**config.mk**
```make
export PLATFORM = sky130hd
export DESIGN_NAME = lrsa_top
export DESIGN_NICKNAME = d
export VERILOG_FILES = /design/src/design/lrsa_top.v
export VERILOG_INCLUDE_DIRS = /design/src /design/src/pkg
export SDC_FILE = /design/constraint.sdc
export NUM_CORES = 1
export LEC_CHECK = 0
export BUFFER_PORTS_ARGS = -buffer_cell sky130_fd_sc_hd__buf_2
export CAP_MARGIN = 10
export CORE_ASPECT_RATIO = 1.2
export CORE_UTILIZATION = 60
export CTS_CLUSTER_DIAMETER = 40
export CTS_CLUSTER_SIZE = 20
export DETAILED_ROUTE_END_ITERATION = 10
export GPL_ROUTABILITY_DRIVEN = 0
export MAX_ROUTING_LAYER = met4
export PLACE_DENSITY = 0.8
export SLEW_MARGIN = 20
export SYNTH_ARGS = -nofsm -noshare
export SYNTH_HDL_FRONTEND = slang
export SYNTH_SLANG_ARGS = --single-unit
export TNS_END_PERCENT = 100
```
**constraint.sdc**
```tcl
create_clock -name mclk -period 2.95 [get_ports mclk]
set_input_delay 0.295 -clock mclk [delete_from_list [all_inputs] [get_ports mclk]]
set_output_delay 0.295 -clock mclk [all_outputs]
set_load 0.005 [all_outputs]
```
**src/pkg/lrsa_map.vh**
```
// register map, field positions, reset values and timing of the logger core
// How it works
// - hours bit 6 selects 12-hour counting
// - hours bit 5 is PM or twenties digit
// - century flag inverts when years wrap 99
// - leap day when year 00 or multiple of 4
// - interval is 14-bit binary, 1 to 16383
// - interval unit seconds when select bit set
// - interval read-only in mission, spare bits zero
// - results in half or sixteenth degree steps
// - high byte valid, low byte top three bits
// - underrange all zeros, overrange all ones
// - code is twice celsius plus offset
// - one-byte low and high thresholds
// - alarms compare only the result high byte
// - low flag when enabled and result at/below
// - high flag when enabled and result at/above
// - alarm enables in bits 0 and 1 only
// - clock control: oscillator and unit bits
// - oscillator runs only while its enable set
// - clock and calendar registers held in BCD
// - format select picks 8 or 16-bit results
`ifndef LRSA_MAP_VH
`define LRSA_MAP_VH

`define LRSA_ADDR_W 10
`define LRSA_OFF_SEC 10'h200
`define LRSA_OFF_MIN 10'h201
`define LRSA_OFF_HOUR 10'h202
`define LRSA_OFF_DAY 10'h203
`define LRSA_OFF_MON 10'h204
`define LRSA_OFF_YEAR 10'h205
`define LRSA_OFF_IVL_LO 10'h206
`define LRSA_OFF_IVL_HI 10'h207
`define LRSA_OFF_LO_THR 10'h208
`define LRSA_OFF_HI_THR 10'h209
`define LRSA_OFF_RES_LO 10'h20c
`define LRSA_OFF_RES_HI 10'h20d
`define LRSA_OFF_ALM_EN 10'h210
`define LRSA_OFF_CLK_CTL 10'h212

`define LRSA_HOUR_12_BIT 6
`define LRSA_HOUR_PM_BIT 5
`define LRSA_MON_CENTURY_BIT 7
`define LRSA_ALM_LO_EN_BIT 0
`define LRSA_ALM_HI_EN_BIT 1
`define LRSA_CTL_OSC_BIT 0
`define LRSA_CTL_SECU_BIT 1

`define LRSA_RST_SEC 8'h00
`define LRSA_RST_MIN 8'h00
`define LRSA_RST_HOUR 8'h00
`define LRSA_RST_DAY 8'h01
`define LRSA_RST_MON 8'h01
`define LRSA_RST_YEAR 8'h00
`define LRSA_RST_IVL 14'h0001
`define LRSA_RST_THR_LO 8'h00
`define LRSA_RST_THR_HI 8'hff
`define LRSA_RST_ALM_EN 2'h0
`define LRSA_RST_CTL 2'h0

`define LRSA_RES_UNDER 16'h0000
`define LRSA_RES_OVER16 16'hffe0
`define LRSA_RES_OVER8 8'hff

`define LRSA_SECOND_NS 1000000000
`define LRSA_CLK_NS 5
`define LRSA_SEC_PER_MIN 6'd60

`endif

```
**src/design/lrsa_top.v**
```verilog
// timekeeping, sampling interval and temperature alarm core of the logger
`default_nettype none
`include "lrsa_map.vh"

module lrsa_top #(
    parameter CYCLES_PER_SEC = `LRSA_SECOND_NS / `LRSA_CLK_NS
) (
    input wire mclk,
    input wire sys_rst,
    input wire [9:0] reg_addr,
    input wire [7:0] reg_wdata,
    input wire reg_wr,
    input wire reg_rd,
    output reg [7:0] reg_rdata,
    input wire mission_active,
    input wire logging_format_select,
    input wire conv_valid,
    input wire [10:0] conv_code,
    input wire conv_under,
    input wire conv_over,
    input wire alarm_clear,
    output wire oscillator_enable,
    output wire seconds_unit_select,
    output reg sample_tick,
    output wire low_alarm_flag,
    output wire high_alarm_flag,
    output wire [7:0] result_high_byte,
    output wire [7:0] result_low_byte
);

    // bcd increment of one byte, wrap value chosen by caller
    function [7:0] bcd_inc;
        input [7:0] v;
        begin
            if (v[3:0] == 4'h9)
                bcd_inc = {v[7:4] + 4'h1, 4'h0};
            else
                bcd_inc = {v[7:4], v[3:0] + 4'h1};
        end
    endfunction

    // two-digit bcd year divisible by four, 00 included
    function leap_year;
        input [7:0] y;
        begin
            if (y[4] == 1'b0)
                leap_year = (y[3:0] == 4'h0) || (y[3:0] == 4'h4) ||
                    (y[3:0] == 4'h8);
            else
                leap_year = (y[3:0] == 4'h2) || (y[3:0] == 4'h6);
        end
    endfunction

    // last bcd day of a bcd month
    function [7:0] month_len;
        input [7:0] m;
        input [7:0] y;
        begin
            case (m)
                8'h02: month_len = leap_year(y) ? 8'h29 : 8'h28;
                8'h04, 8'h06, 8'h09, 8'h11: month_len = 8'h30;
                default: month_len = 8'h31;
            endcase
        end
    endfunction

    reg [7:0] sec_q;
    reg [7:0] min_q;
    reg [7:0] hour_q;
    reg [7:0] day_q;
    reg [7:0] mon_q;
    reg [7:0] year_q;
    reg [13:0] ivl_q;
    reg [7:0] thr_lo_q;
    reg [7:0] thr_hi_q;
    reg [1:0] alm_en_q;
    reg [1:0] ctl_q;
    reg [15:0] res_q;
    reg lo_flag_q;
    reg hi_flag_q;
    reg [27:0] div_q;
    reg [5:0] pre_q;
    reg [13:0] ivl_cnt_q;
    // bcd successors of the hour and month digits, cut to field width
    reg [7:0] h12_inc;
    reg [7:0] h24_inc;
    reg [7:0] mon_inc;

    // last divider count of each second; the divider is 28 bits wide,
    // so one second may not span more than 2^28 clock cycles
    localparam [27:0] DIV_LAST = CYCLES_PER_SEC[27:0] - 28'h0000001;

    wire sec_tick;
    wire wr_free;
    wire [7:0] hi_byte;
    reg [7:0] sec_d;
    reg [7:0] min_d;
    reg [7:0] hour_d;
    reg [7:0] day_d;
    reg [7:0] mon_d;
    reg [7:0] year_d;
    reg [7:0] rd_d;

    // configuration writes only between missions
    assign wr_free = reg_wr && !mission_active;
    assign oscillator_enable = ctl_q[`LRSA_CTL_OSC_BIT];
    assign seconds_unit_select = ctl_q[`LRSA_CTL_SECU_BIT];
    assign low_alarm_flag = lo_flag_q;
    assign high_alarm_flag = hi_flag_q;
    assign result_high_byte = res_q[15:8];
    assign result_low_byte = res_q[7:0];

    // one-second timebase; a stopped oscillator freezes the clock
    always @(posedge mclk)
    begin
        if (sys_rst)
            div_q <= 28'h0000000;
        else if (!oscillator_enable)
            div_q <= 28'h0000000;
        else if (div_q == DIV_LAST)
            div_q <= 28'h0000000;
        else
            div_q <= div_q + 28'h0000001;
    end

    assign sec_tick = oscillator_enable &&
        (div_q == DIV_LAST);

    // ripple of the bcd clock fields on a second tick
    always @*
    begin
        sec_d = sec_q;
        min_d = min_q;
        hour_d = hour_q;
        day_d = day_q;
        mon_d = mon_q;
        year_d = year_q;
        // successors of the raw digits; only the field bits are kept
        h12_inc = bcd_inc({3'h0, hour_q[4:0]});
        h24_inc = bcd_inc({2'h0, hour_q[5:0]});
        mon_inc = bcd_inc({3'h0, mon_q[4:0]});
        if (sec_tick)
        begin
            if (sec_q[6:0] != 7'h59)
                sec_d = bcd_inc(sec_q);
            else
            begin
                sec_d = 8'h00;
                if (min_q[6:0] != 7'h59)
                    min_d = bcd_inc(min_q);
                else
                begin
                    min_d = 8'h00;
                    if (hour_q[`LRSA_HOUR_12_BIT])
                    begin
                        // 12-hour: 11 to 12 flips pm, 12 wraps to 01
                        if (hour_q[4:0] == 5'h12)
                            hour_d = {hour_q[7:5], 5'h01};
                        else
                        begin
                            hour_d = {hour_q[7:5], h12_inc[4:0]};
                            if (hour_q[4:0] == 5'h11)
                                hour_d[`LRSA_HOUR_PM_BIT] =
                                    ~hour_q[`LRSA_HOUR_PM_BIT];
                        end
                    end
                    else if (hour_q[5:0] == 6'h23)
                        hour_d = {hour_q[7:6], 6'h00};
                    else
                        hour_d = {hour_q[7:6], h24_inc[5:0]};
                    if (hour_d[5:0] == 6'h00 ||
                        (hour_q[`LRSA_HOUR_12_BIT] &&
                        hour_q[`LRSA_HOUR_PM_BIT] && hour_q[4:0] == 5'h11))
                    begin
                        // a new day starts at midnight in either mode
                        if (day_q[5:0] != month_len(mon_q[4:0] & 8'h1f,
                            year_q))
                            day_d = bcd_inc(day_q);
                        else
                        begin
                            day_d = 8'h01;
                            if (mon_q[4:0] != 5'h12)
                                // century bit must ride along a month step
                                mon_d = {mon_q[7], 2'h0, mon_inc[4:0]};
                            else
                            begin
                                mon_d = {mon_q[7], 7'h01};
                                if (year_q == 8'h99)
                                begin
                                    year_d = 8'h00;
                                    mon_d[`LRSA_MON_CENTURY_BIT] =
                                        ~mon_q[`LRSA_MON_CENTURY_BIT];
                                end
                                else
                                    year_d = bcd_inc(year_q);
                            end
                        end
                    end
                end
            end
        end
    end

    // clock fields: a software write wins over the tick
    // they stay writable in a mission; only configuration is locked
    always @(posedge mclk)
    begin
        if (sys_rst)
        begin
            sec_q <= `LRSA_RST_SEC;
            min_q <= `LRSA_RST_MIN;
            hour_q <= `LRSA_RST_HOUR;
            day_q <= `LRSA_RST_DAY;
            mon_q <= `LRSA_RST_MON;
            year_q <= `LRSA_RST_YEAR;
        end
        else
        begin
            sec_q <= (reg_wr && reg_addr == `LRSA_OFF_SEC) ?
                {1'b0, reg_wdata[6:0]} : sec_d;
            min_q <= (reg_wr && reg_addr == `LRSA_OFF_MIN) ?
                {1'b0, reg_wdata[6:0]} : min_d;
            hour_q <= (reg_wr && reg_addr == `LRSA_OFF_HOUR) ?
                {1'b0, reg_wdata[6:0]} : hour_d;
            day_q <= (reg_wr && reg_addr == `LRSA_OFF_DAY) ?
                {2'h0, reg_wdata[5:0]} : day_d;
            mon_q <= (reg_wr && reg_addr == `LRSA_OFF_MON) ?
                {reg_wdata[7], 2'h0, reg_wdata[4:0]} : mon_d;
            year_q <= (reg_wr && reg_addr == `LRSA_OFF_YEAR) ?
                reg_wdata : year_d;
        end
    end

    // configuration registers, frozen while a mission runs
    always @(posedge mclk)
    begin
        if (sys_rst)
        begin
            ivl_q <= `LRSA_RST_IVL;
            thr_lo_q <= `LRSA_RST_THR_LO;
            thr_hi_q <= `LRSA_RST_THR_HI;
            alm_en_q <= `LRSA_RST_ALM_EN;
            ctl_q <= `LRSA_RST_CTL;
        end
        else if (wr_free)
        begin
            case (reg_addr)
                `LRSA_OFF_IVL_LO: ivl_q[7:0] <= reg_wdata;
                `LRSA_OFF_IVL_HI: ivl_q[13:8] <= reg_wdata[5:0];
                `LRSA_OFF_LO_THR: thr_lo_q <= reg_wdata;
                `LRSA_OFF_HI_THR: thr_hi_q <= reg_wdata;
                `LRSA_OFF_ALM_EN: alm_en_q <= reg_wdata[1:0];
                `LRSA_OFF_CLK_CTL: ctl_q <= reg_wdata[1:0];
                default: ctl_q <= ctl_q;
            endcase
        end
    end

    // minute prescaler feeds the interval counter when unit is minutes
    always @(posedge mclk)
    begin
        if (sys_rst || !mission_active)
            pre_q <= 6'h00;
        else if (sec_tick)
            pre_q <= (pre_q == `LRSA_SEC_PER_MIN - 6'd1) ?
                6'h00 : pre_q + 6'h01;
    end

    // interval counter; a zero interval wraps and fires every 16384 units
    always @(posedge mclk)
    begin
        sample_tick <= 1'b0;
        if (sys_rst || !mission_active)
            ivl_cnt_q <= 14'h0000;
        else if (sec_tick && (seconds_unit_select ||
            pre_q == `LRSA_SEC_PER_MIN - 6'd1))
        begin
            if (ivl_cnt_q + 14'h0001 == ivl_q)
            begin
                ivl_cnt_q <= 14'h0000;
                sample_tick <= 1'b1;
            end
            else
                ivl_cnt_q <= ivl_cnt_q + 14'h0001;
        end
        if (sys_rst)
            sample_tick <= 1'b0;
    end

    // result encoding: code carries twice celsius plus variant offset
    always @(posedge mclk)
    begin
        if (sys_rst)
            res_q <= `LRSA_RES_UNDER;
        else if (conv_valid)
        begin
            if (conv_under)
                res_q <= `LRSA_RES_UNDER;
            else if (conv_over)
                res_q <= logging_format_select ? `LRSA_RES_OVER16 :
                    {`LRSA_RES_OVER8, 8'h00};
            else if (logging_format_select)
                res_q <= {conv_code, 5'h00};
            else
                res_q <= {conv_code[10:3], 8'h00};
        end
    end

    // alarms look at the high byte only
    assign hi_byte = conv_under ? 8'h00 : conv_over ? 8'hff :
        conv_code[10:3];

    // sticky alarm flags; a new alarm wins over a clear
    always @(posedge mclk)
    begin
        if (sys_rst)
        begin
            lo_flag_q <= 1'b0;
            hi_flag_q <= 1'b0;
        end
        else
        begin
            // set checked first so a same-cycle clear cannot lose an alarm
            if (conv_valid && mission_active &&
                alm_en_q[`LRSA_ALM_LO_EN_BIT] && hi_byte <= thr_lo_q)
                lo_flag_q <= 1'b1;
            else if (alarm_clear)
                lo_flag_q <= 1'b0;
            if (conv_valid && mission_active &&
                alm_en_q[`LRSA_ALM_HI_EN_BIT] && hi_byte >= thr_hi_q)
                hi_flag_q <= 1'b1;
            else if (alarm_clear)
                hi_flag_q <= 1'b0;
        end
    end

    // read mux; unmapped addresses read zero
    // in 8-bit mode the low result byte is undefined; it reads zero here
    always @*
    begin
        case (reg_addr)
            `LRSA_OFF_SEC: rd_d = sec_q;
            `LRSA_OFF_MIN: rd_d = min_q;
            `LRSA_OFF_HOUR: rd_d = hour_q;
            `LRSA_OFF_DAY: rd_d = day_q;
            `LRSA_OFF_MON: rd_d = mon_q;
            `LRSA_OFF_YEAR: rd_d = year_q;
            `LRSA_OFF_IVL_LO: rd_d = ivl_q[7:0];
            `LRSA_OFF_IVL_HI: rd_d = {2'h0, ivl_q[13:8]};
            `LRSA_OFF_LO_THR: rd_d = thr_lo_q;
            `LRSA_OFF_HI_THR: rd_d = thr_hi_q;
            `LRSA_OFF_RES_LO: rd_d = res_q[7:0];
            `LRSA_OFF_RES_HI: rd_d = res_q[15:8];
            `LRSA_OFF_ALM_EN: rd_d = {6'h00, alm_en_q};
            `LRSA_OFF_CLK_CTL: rd_d = {6'h00, ctl_q};
            default: rd_d = 8'h00;
        endcase
    end

    // read data appears the cycle after the strobe only
    always @(posedge mclk)
    begin
        if (sys_rst)
            reg_rdata <= 8'h00;
        else if (reg_rd)
            reg_rdata <= rd_d;
        else
            reg_rdata <= 8'h00;
    end

endmodule // lrsa_top
`default_nettype wire

```
After elaboration in Yosys (flattened, before gate mapping)

Cells that the tools add are included.

Magnitude comparators: 2
Bitwise gates (word level): 8
Reductions and logical operators: 69
Eq/ne operators: 61
Mux-type cells: 72
$add $sub $neg: 16

Operators by type and width:

| operator                | count |
|---|---|
| $mux W8                 | 34 |
| $eq A10 B10 Y1 const B  | 14 |
| $pmux W8 S14            | 1 |
| $mux W7                 | 9 |
| $mux W6                 | 9 |
| $add A4 B1 Y4 const B   | 10 |
| $mux W16                | 2 |
| $ne A2 B1 Y1 const B    | 16 |
| $add A28 B1 Y28 const B | 1 |
| $eq A28 B28 Y1 const B  | 1 |
| $eq A4 B4 Y1 const B    | 7 |
| $reduce_bool A2 Y1      | 12 |
| $reduce_and A5 Y1       | 4 |
| $reduce_and A2 Y1       | 9 |
| $logic_and A1 B1 Y1     | 16 |
| $eq A5 B5 Y1 const B    | 3 |
| $add A14 B1 Y14 const B | 1 |
| $eq A14 B14 Y1          | 1 |
| $mux W14                | 1 |
| $ne A7 B7 Y1 const B    | 2 |
| $reduce_and A7 Y1       | 2 |
| $mux W1                 | 13 |
| $eq A6 B6 Y1 const B    | 2 |
| $ne A3 B1 Y1 const B    | 4 |
| other kinds (28)        | 54 |

Output and inout port bits: 29
Word-level logic and storage cells: 259
Bits in registers: 157
Input bits: 39

Depth between registers and ports, before layout

Depth in word-level cells: 26
Gate-level depth with buffers: 11
Depth with buffers taken out: 10

Least setup slack after synthesis

OpenSTA, ideal clock, no wires.

Kind: reg-to-reg
Start: reg div_q[0]
End: reg year_q[3]
Setup slack: 433 ps
Arrival: 2397 ps
Buffers on the path: 1
Setup time: 120 ps
Data required time: 2830 ps
Period minus slack after synthesis: 2517 ps
Stages on the path, launching flop included: 10
Path through: dfxtp_1 -> ha_1 -> nand4_1 -> nand4bb_4 -> and4bb_1 -> buf_4 -> nand4_1 -> or4b_4 -> and3_1 -> o31a_1

Word-level cells in the longest chain between the ends: 4

RTL lines:

| item                                | line           | source |
|---|---|---|
| from (decl)                         | lrsa_top.v:81  | `reg [27:0] div_q;` |
| from (signal assigned)              | lrsa_top.v:123 | `div_q <= div_q + 28'h0000001;` |
| $eq A28 B28 Y1                      | lrsa_top.v:127 | `(div_q == DIV_LAST);` |
| $logic_and A1 B1 Y1                 | lrsa_top.v:126 | `assign sec_tick = oscillator_enable &&` |
| $reduce_bool A2 Y1 (no source line) | n/a            |  |
| $reduce_and A6 Y1 (no source line)  | n/a            |  |
| to (signal assigned)                | lrsa_top.v:215 | `` year_q <= `LRSA_RST_YEAR; `` |
| to (signal assigned)                | lrsa_top.v:229 | `` year_q <= (reg_wr && reg_addr == `LRSA_OFF_YEAR) ? `` |
| to (decl)                           | lrsa_top.v:72  | `reg [7:0] year_q;` |

No other way between the ends.
A chain may end at the register's enable or synchronous reset.

Worst setup path in the final report

Start: reg hour_q[5]
End: reg year_q[3]

Word-level cells in the longest chain between the ends: 11
Elaborated cells on any way between the ends: 17
Classes of those cells: 1 x add/sub; 1 x eq/ne; 8 x mux; 1 x bitwise; 6 x reduce/logical

RTL lines:

| item                                               | line                           | source |
|---|---|---|
| from (decl)                                        | lrsa_top.v:69                  | `reg [7:0] hour_q;` |
| from (signal assigned)                             | lrsa_top.v:212                 | `` hour_q <= `LRSA_RST_HOUR; `` |
| from (signal assigned)                             | lrsa_top.v:223                 | `` hour_q <= (reg_wr && reg_addr == `LRSA_OFF_HOUR) ? `` |
| $add A2 B1 Y2 / $not A1 Y1 (equally long branches) | lrsa_top.v:36, lrsa_top.v:164  |  |
| $mux W6 / $mux W1 (equally long branches)          | lrsa_top.v:35, lrsa_top.v:162  |  |
| $mux W6 (on tied branches)                         | lrsa_top.v:167, lrsa_top.v:157 |  |
| $mux W8                                            | lrsa_top.v:154                 | `` if (hour_q[`LRSA_HOUR_12_BIT]) `` |
| $mux W8                                            | lrsa_top.v:149                 | `if (min_q[6:0] != 7'h59)` |
| $mux W8                                            | lrsa_top.v:144                 | `if (sec_q[6:0] != 7'h59)` |
| $mux W8                                            | lrsa_top.v:142                 | `if (sec_tick)` |
| $logic_not A6 Y1                                   | lrsa_top.v:171                 | `if (hour_d[5:0] == 6'h00 \|\|` |
| $logic_or A1 B1 Y1 *                               | lrsa_top.v:171                 |  |
| $reduce_bool A2 Y1 (no source line) *              | n/a                            |  |
| $reduce_and A6 Y1 (no source line) *               | n/a                            |  |

Every way passes the cells marked *; elsewhere a longest branch is shown, timed or not. The select of a mux whose other input is x is not followed.

==> impl.org <==
** Run status
- Status :: complete, no violations

** Drt
- DRT Wirelength :: 24.27 mm
- Vias post-DR :: about 8400
- # DRC :: 0
- Antenna Violating Nets Remaining :: 0
- Top layer used by detailed routing :: met4
- In the final routing, the length of wire on met1 measures roughly 10 mm.
- Wire length per cell :: ~18 µm
- Met2 Wirelength :: between 10 and 15 mm
- Detailed routing placed a total of 1.741 mm of wire on met3.
- Drt initial violations :: 829
- Via-to-Cell Ratio :: approximately 6.3
- Detailed-router iteration count before antenna repair :: 6

** Min path
- In this run the most critical hold path is launched from alarm_clear.
- Min-Delay Path Class :: input port to flop
- For hold timing, the worst endpoint is low_alarm_flag$_SDFFE_PP0P_.
- Min-Delay Path Depth :: 3

** Yosys
- Sequential cells were found to cover around a third of the synthesized design area.
- The top cell type by area accounts for between 30% and 40% of the synthesized area.
- Post-synth ARST share :: 0%
- EDFF count, synth :: 0
- Dominant cells by area after synthesis :: sky130_fd_sc_hd__dfxtp_1 33%, sky130_fd_sc_hd__nor2_1 5.7%, sky130_fd_sc_hd__mux2i_1 4.7%, sky130_fd_sc_hd__ha_1 4.3%, sky130_fd_sc_hd__nand2_1 3.6%
- The number of different library cells used by synthesis comes to 81.
- Yosys top cell by area :: sky130_fd_sc_hd__dfxtp_1
- Post-synth design cell area :: a little under 0.009 mm²
- Commonest register cell after synthesis :: sky130_fd_sc_hd__dfxtp_1
- Counting flops and latches in the post-synthesis netlist gives between 100 and 150.
- Mean post-synth cell area :: 8.320 µm²
- The Yosys step of the flow raised 0 warnings.
- Synthesis handed over a netlist of 1076 instances.

** Global routing
- The via count of the first global-routing pass came to 7749.
- All-layer global routing usage :: 33.49%
- Summed over all layers, the global routing overflow is 0.
- Global-route wire length before repair :: 38.95 mm
- Antenna violations before repair :: 0
- Pin count of the biggest net entering global routing :: 30

** STA
- Worst slew pin tran :: 748.8 ps
- Setup total negative slack on the finished layout was measured at 0 ps.
- The final number of max-transition violations came to 0.
- In this run the tightest slew margin relative to its limit is approximately half.
- Worst clock skew :: roughly 5.7 ps
- Part of the cycle the worst path needs :: 94.87%
- Tmin final :: approximately 2800 ps
- Total of endpoints with negative setup slack in the final report :: 0
- RSZ-0062 raised after global routing :: false
- Based on the critical path, the design can be clocked at up to approximately 360 MHz.
- Endpoints failing hold :: 0

** Die
- Core region area :: 0.01447 mm²
- The die covers between 0.015 and 0.02 mm².
- Measured along the x axis, the die boundary spans 113.5 µm.
- Die Y :: approximately 140 µm
- Row cnt :: 48
- The initial utilization of the core area, before any placement, comes to 61.85%.
- For this design the top-level I/O count stands at between 60 and 70.

** Run
- Max-cap violation count :: 0

** Pwr
- For this design the total switching power over the nets is roughly 1000 µW.
- Internal power component :: roughly 3300 µW
- Leak Pwr :: approximately 0.0038 µW
- Per report_power, the combinational group accounts for between 4 and 5% of the total.
- Sequential fraction of design power :: around 47%
- Switching share of total power :: a little under a quarter
- Power spread over the standard cell area amounts to 432.3 mW/mm².
- Proportion of power drawn by the clock network :: between 40% and 50%
- Maximum VDD drop :: between 0.3 and 0.4 mV

** Setup path
- Data on the critical path is required at its endpoint by between 3000 and 4000 ps.
- Traced cell by cell, the critical path runs through ha_1, nand3b_1, a2111o_1, a31oi_1, a2bb2o_1, or4b_4, and3_1, o31a_1.
- For flop-to-flop paths, the worst setup slack is 150 ps.
- Buffer and inverter count on the worst path :: 0
- Critical Path AT :: about 3100 ps
- For this run, the slowest stage of the critical path takes 530 ps.
- Worst R2R End :: year_q[3]$_SDFFE_PP0P_
- The slowest stage of the critical path belongs to the cell sky130_fd_sc_hd__or4b_4.
- By startpoint and endpoint, the worst setup path is classified as flop to flop.
- The startpoint identified for the worst register-to-register timing path is hour_q[5]$_SDFFE_PP0P_.
- The cell family contributing the most delay on the critical path is compound AO/OA/AOI/OAI gates.
- The worst setup path is launched from a flop.
- The worst register-to-register path has a depth of 8.
- Critical path capture point type :: flop
- Critical Path Fanout Max :: 9

** Clock tree
- Quantity of hold-fixing buffers added after cts :: 0
- Clock tree sinks :: around 150
- Total of cells resized after clock tree synthesis :: 0
- Clock insertion delay at the later pin of the skew report :: 420 ps
- Clock-pin slew was measured on the worst setup and hold paths at around 60 ps.
- Clock tree from TritonCTS :: done
- Counting the buffers created by CTS gives 17.
- Buffer cell driving the clock tree root :: sky130_fd_sc_hd__clkbuf_16
- Post-CTS timing repair inserted 0 buffers for setup.
- Maximum count of clock buffers along a single path :: 2
- The H-tree was split into 4 levels.

** Layout
- Counting the fill cells in the layout gives about 1200.
- After routing the design area is 0.009973 mm².
- Fraction of final layout cells sized beyond drive strength 1 :: approximately an eighth
- Cells fill between 60% and 70% of the core in the end.
- In the layout the commonest cells are 149 x sky130_fd_sc_hd__dfxtp_1, 137 x sky130_fd_sc_hd__nor2_1, 85 x sky130_fd_sc_hd__nand2_1.
- Leaving out fill and tap cells, the most frequent cell in the layout is sky130_fd_sc_hd__dfxtp_1.
- The final layout contains about 1200 nets.
- Number of antenna cells inserted :: 0
- Layout overhead on the synthesized area :: 11.40%

** Placement
- Summing all placed instances gives a cell area of ~0.0094 mm².
- Detail Placement HPWL :: around 18 mm
- Count of buffers inserted at the top-level ports :: just over 60
routing by layer:
metal | up-vias | track usage, %
li1 | 3982 | -
met2 | 378 | 54.54
met4 | 0 | 17.47
met1 | 3950 | 39.26
met3 | 87 | 6.309
met5 | - | -
worst register-to-register path, cell delays in order (launching register included):
cell	delay, ps
sky130_fd_sc_hd__dfxtp_1	420
sky130_fd_sc_hd__ha_1	210
sky130_fd_sc_hd__nand3b_1	100
sky130_fd_sc_hd__a2111o_1	400
sky130_fd_sc_hd__a31oi_1	190
sky130_fd_sc_hd__a2bb2o_1	370
sky130_fd_sc_hd__or4b_4	540
sky130_fd_sc_hd__and3_1	190
sky130_fd_sc_hd__o31a_1	260
registers in the layout (all words and copies together) (netlist names):
register and count:
alm_en_q 2, div_q 28, ctl_q 2, mon_q 6, thr_lo_q 8, min_q 8, sample_tick 1, ivl_cnt_q 14
thr_hi_q 8, sec_q 8, high_alarm_flag 1, res_q 11, pre_q 6, year_q 8, ivl_q 14, day_q 8
hour_q 7, low_alarm_flag 1, reg_rdata 8
final cells by class:
cell class	count	area [µm²]	area share, %
clock buffers	24	481.7	4.830
multi-input cells	823	5530	55.45
clock inverters	7	72.57	0.7276
well taps	200	250.2	2.509
flip-flops and latches	149	2983	29.91
inverters	42	157.7	1.581
repair buffers	87	498.0	4.993
cells in the mapped netlist (all sizes together) (10+ instances only):
cell / number
nor2b: 16
buf: 26
nand2: 85
dfxtp: 149
and4: 11
mux4: 12
nor3: 33
nor2: 137
nor3b: 14
a21oi: 46
xnor2: 32
a211oi: 24
clkbuf: 40
ha: 31
a222oi: 11
and3: 15
and2: 10
a31oi: 11
nand3: 49
mux2i: 42
inv: 42
nor4: 14
nand4: 28
o21ai: 43
xor2: 31
nand2b: 14
o211ai: 13
cells by family after synthesis:
| logic type | count (synthesis) | share of synthesized area [%] |
|---|---|---|
| AOI/OAI and AO/OA | 201 | 15.11 |
| xor gates and xnor gates | 63 | 6.164 |
| adders and majority gates | 31 | 4.333 |
| buffers and inverters | 108 | 5.115 |
| DFF | 149 | 33.32 |
| muxes | 56 | 7.966 |
| other | 1 | 0.04189 |
| and+or+nand+nor | 467 | 27.95 |
metrics by stage:
stage	power (µW)	setup WS, ps	hold WS (ps)	std cells
finish	4312	151.4	154.3	1332
global route	4428	75.71	173.7	1332
CTS	4323	167.1	152.1	1332
detailed placement	2276	230.1	458.1	1301
global placement	2272	274.3	443.9	1301
floorplan	2194	433.3	429.5	1080
how the worst max path moves through the flow:
stage,start,endpoint,slack (ps),cells past startpoint
3_5_place_dp,hour_q[5]$_SDFFE_PP0P_,year_q[3]$_SDFFE_PP0P_,230,8
2_1_floorplan,div_q[0]$_SDFF_PP0_,year_q[3]$_SDFFE_PP0P_,430,9
5_1_grt,hour_q[0]$_SDFFE_PP0P_,year_q[3]$_SDFFE_PP0P_,80,7
3_3_place_gp,hour_q[5]$_SDFFE_PP0P_,year_q[3]$_SDFFE_PP0P_,270,8
4_1_cts,hour_q[5]$_SDFFE_PP0P_,year_q[3]$_SDFFE_PP0P_,170,8
6_report,hour_q[5]$_SDFFE_PP0P_,year_q[3]$_SDFFE_PP0P_,150,8
power groups by stage:
stage	Combinational (µW)	Sequential (µW)	Clock, µW
finish	210	2030	2070
global route	226	2030	2180
CTS	206	2030	2090
detailed placement	205	2070	0
global placement	201	2070	0
floorplan	124	2070	0
Note: power is estimated with default switching activity, not from simulation.
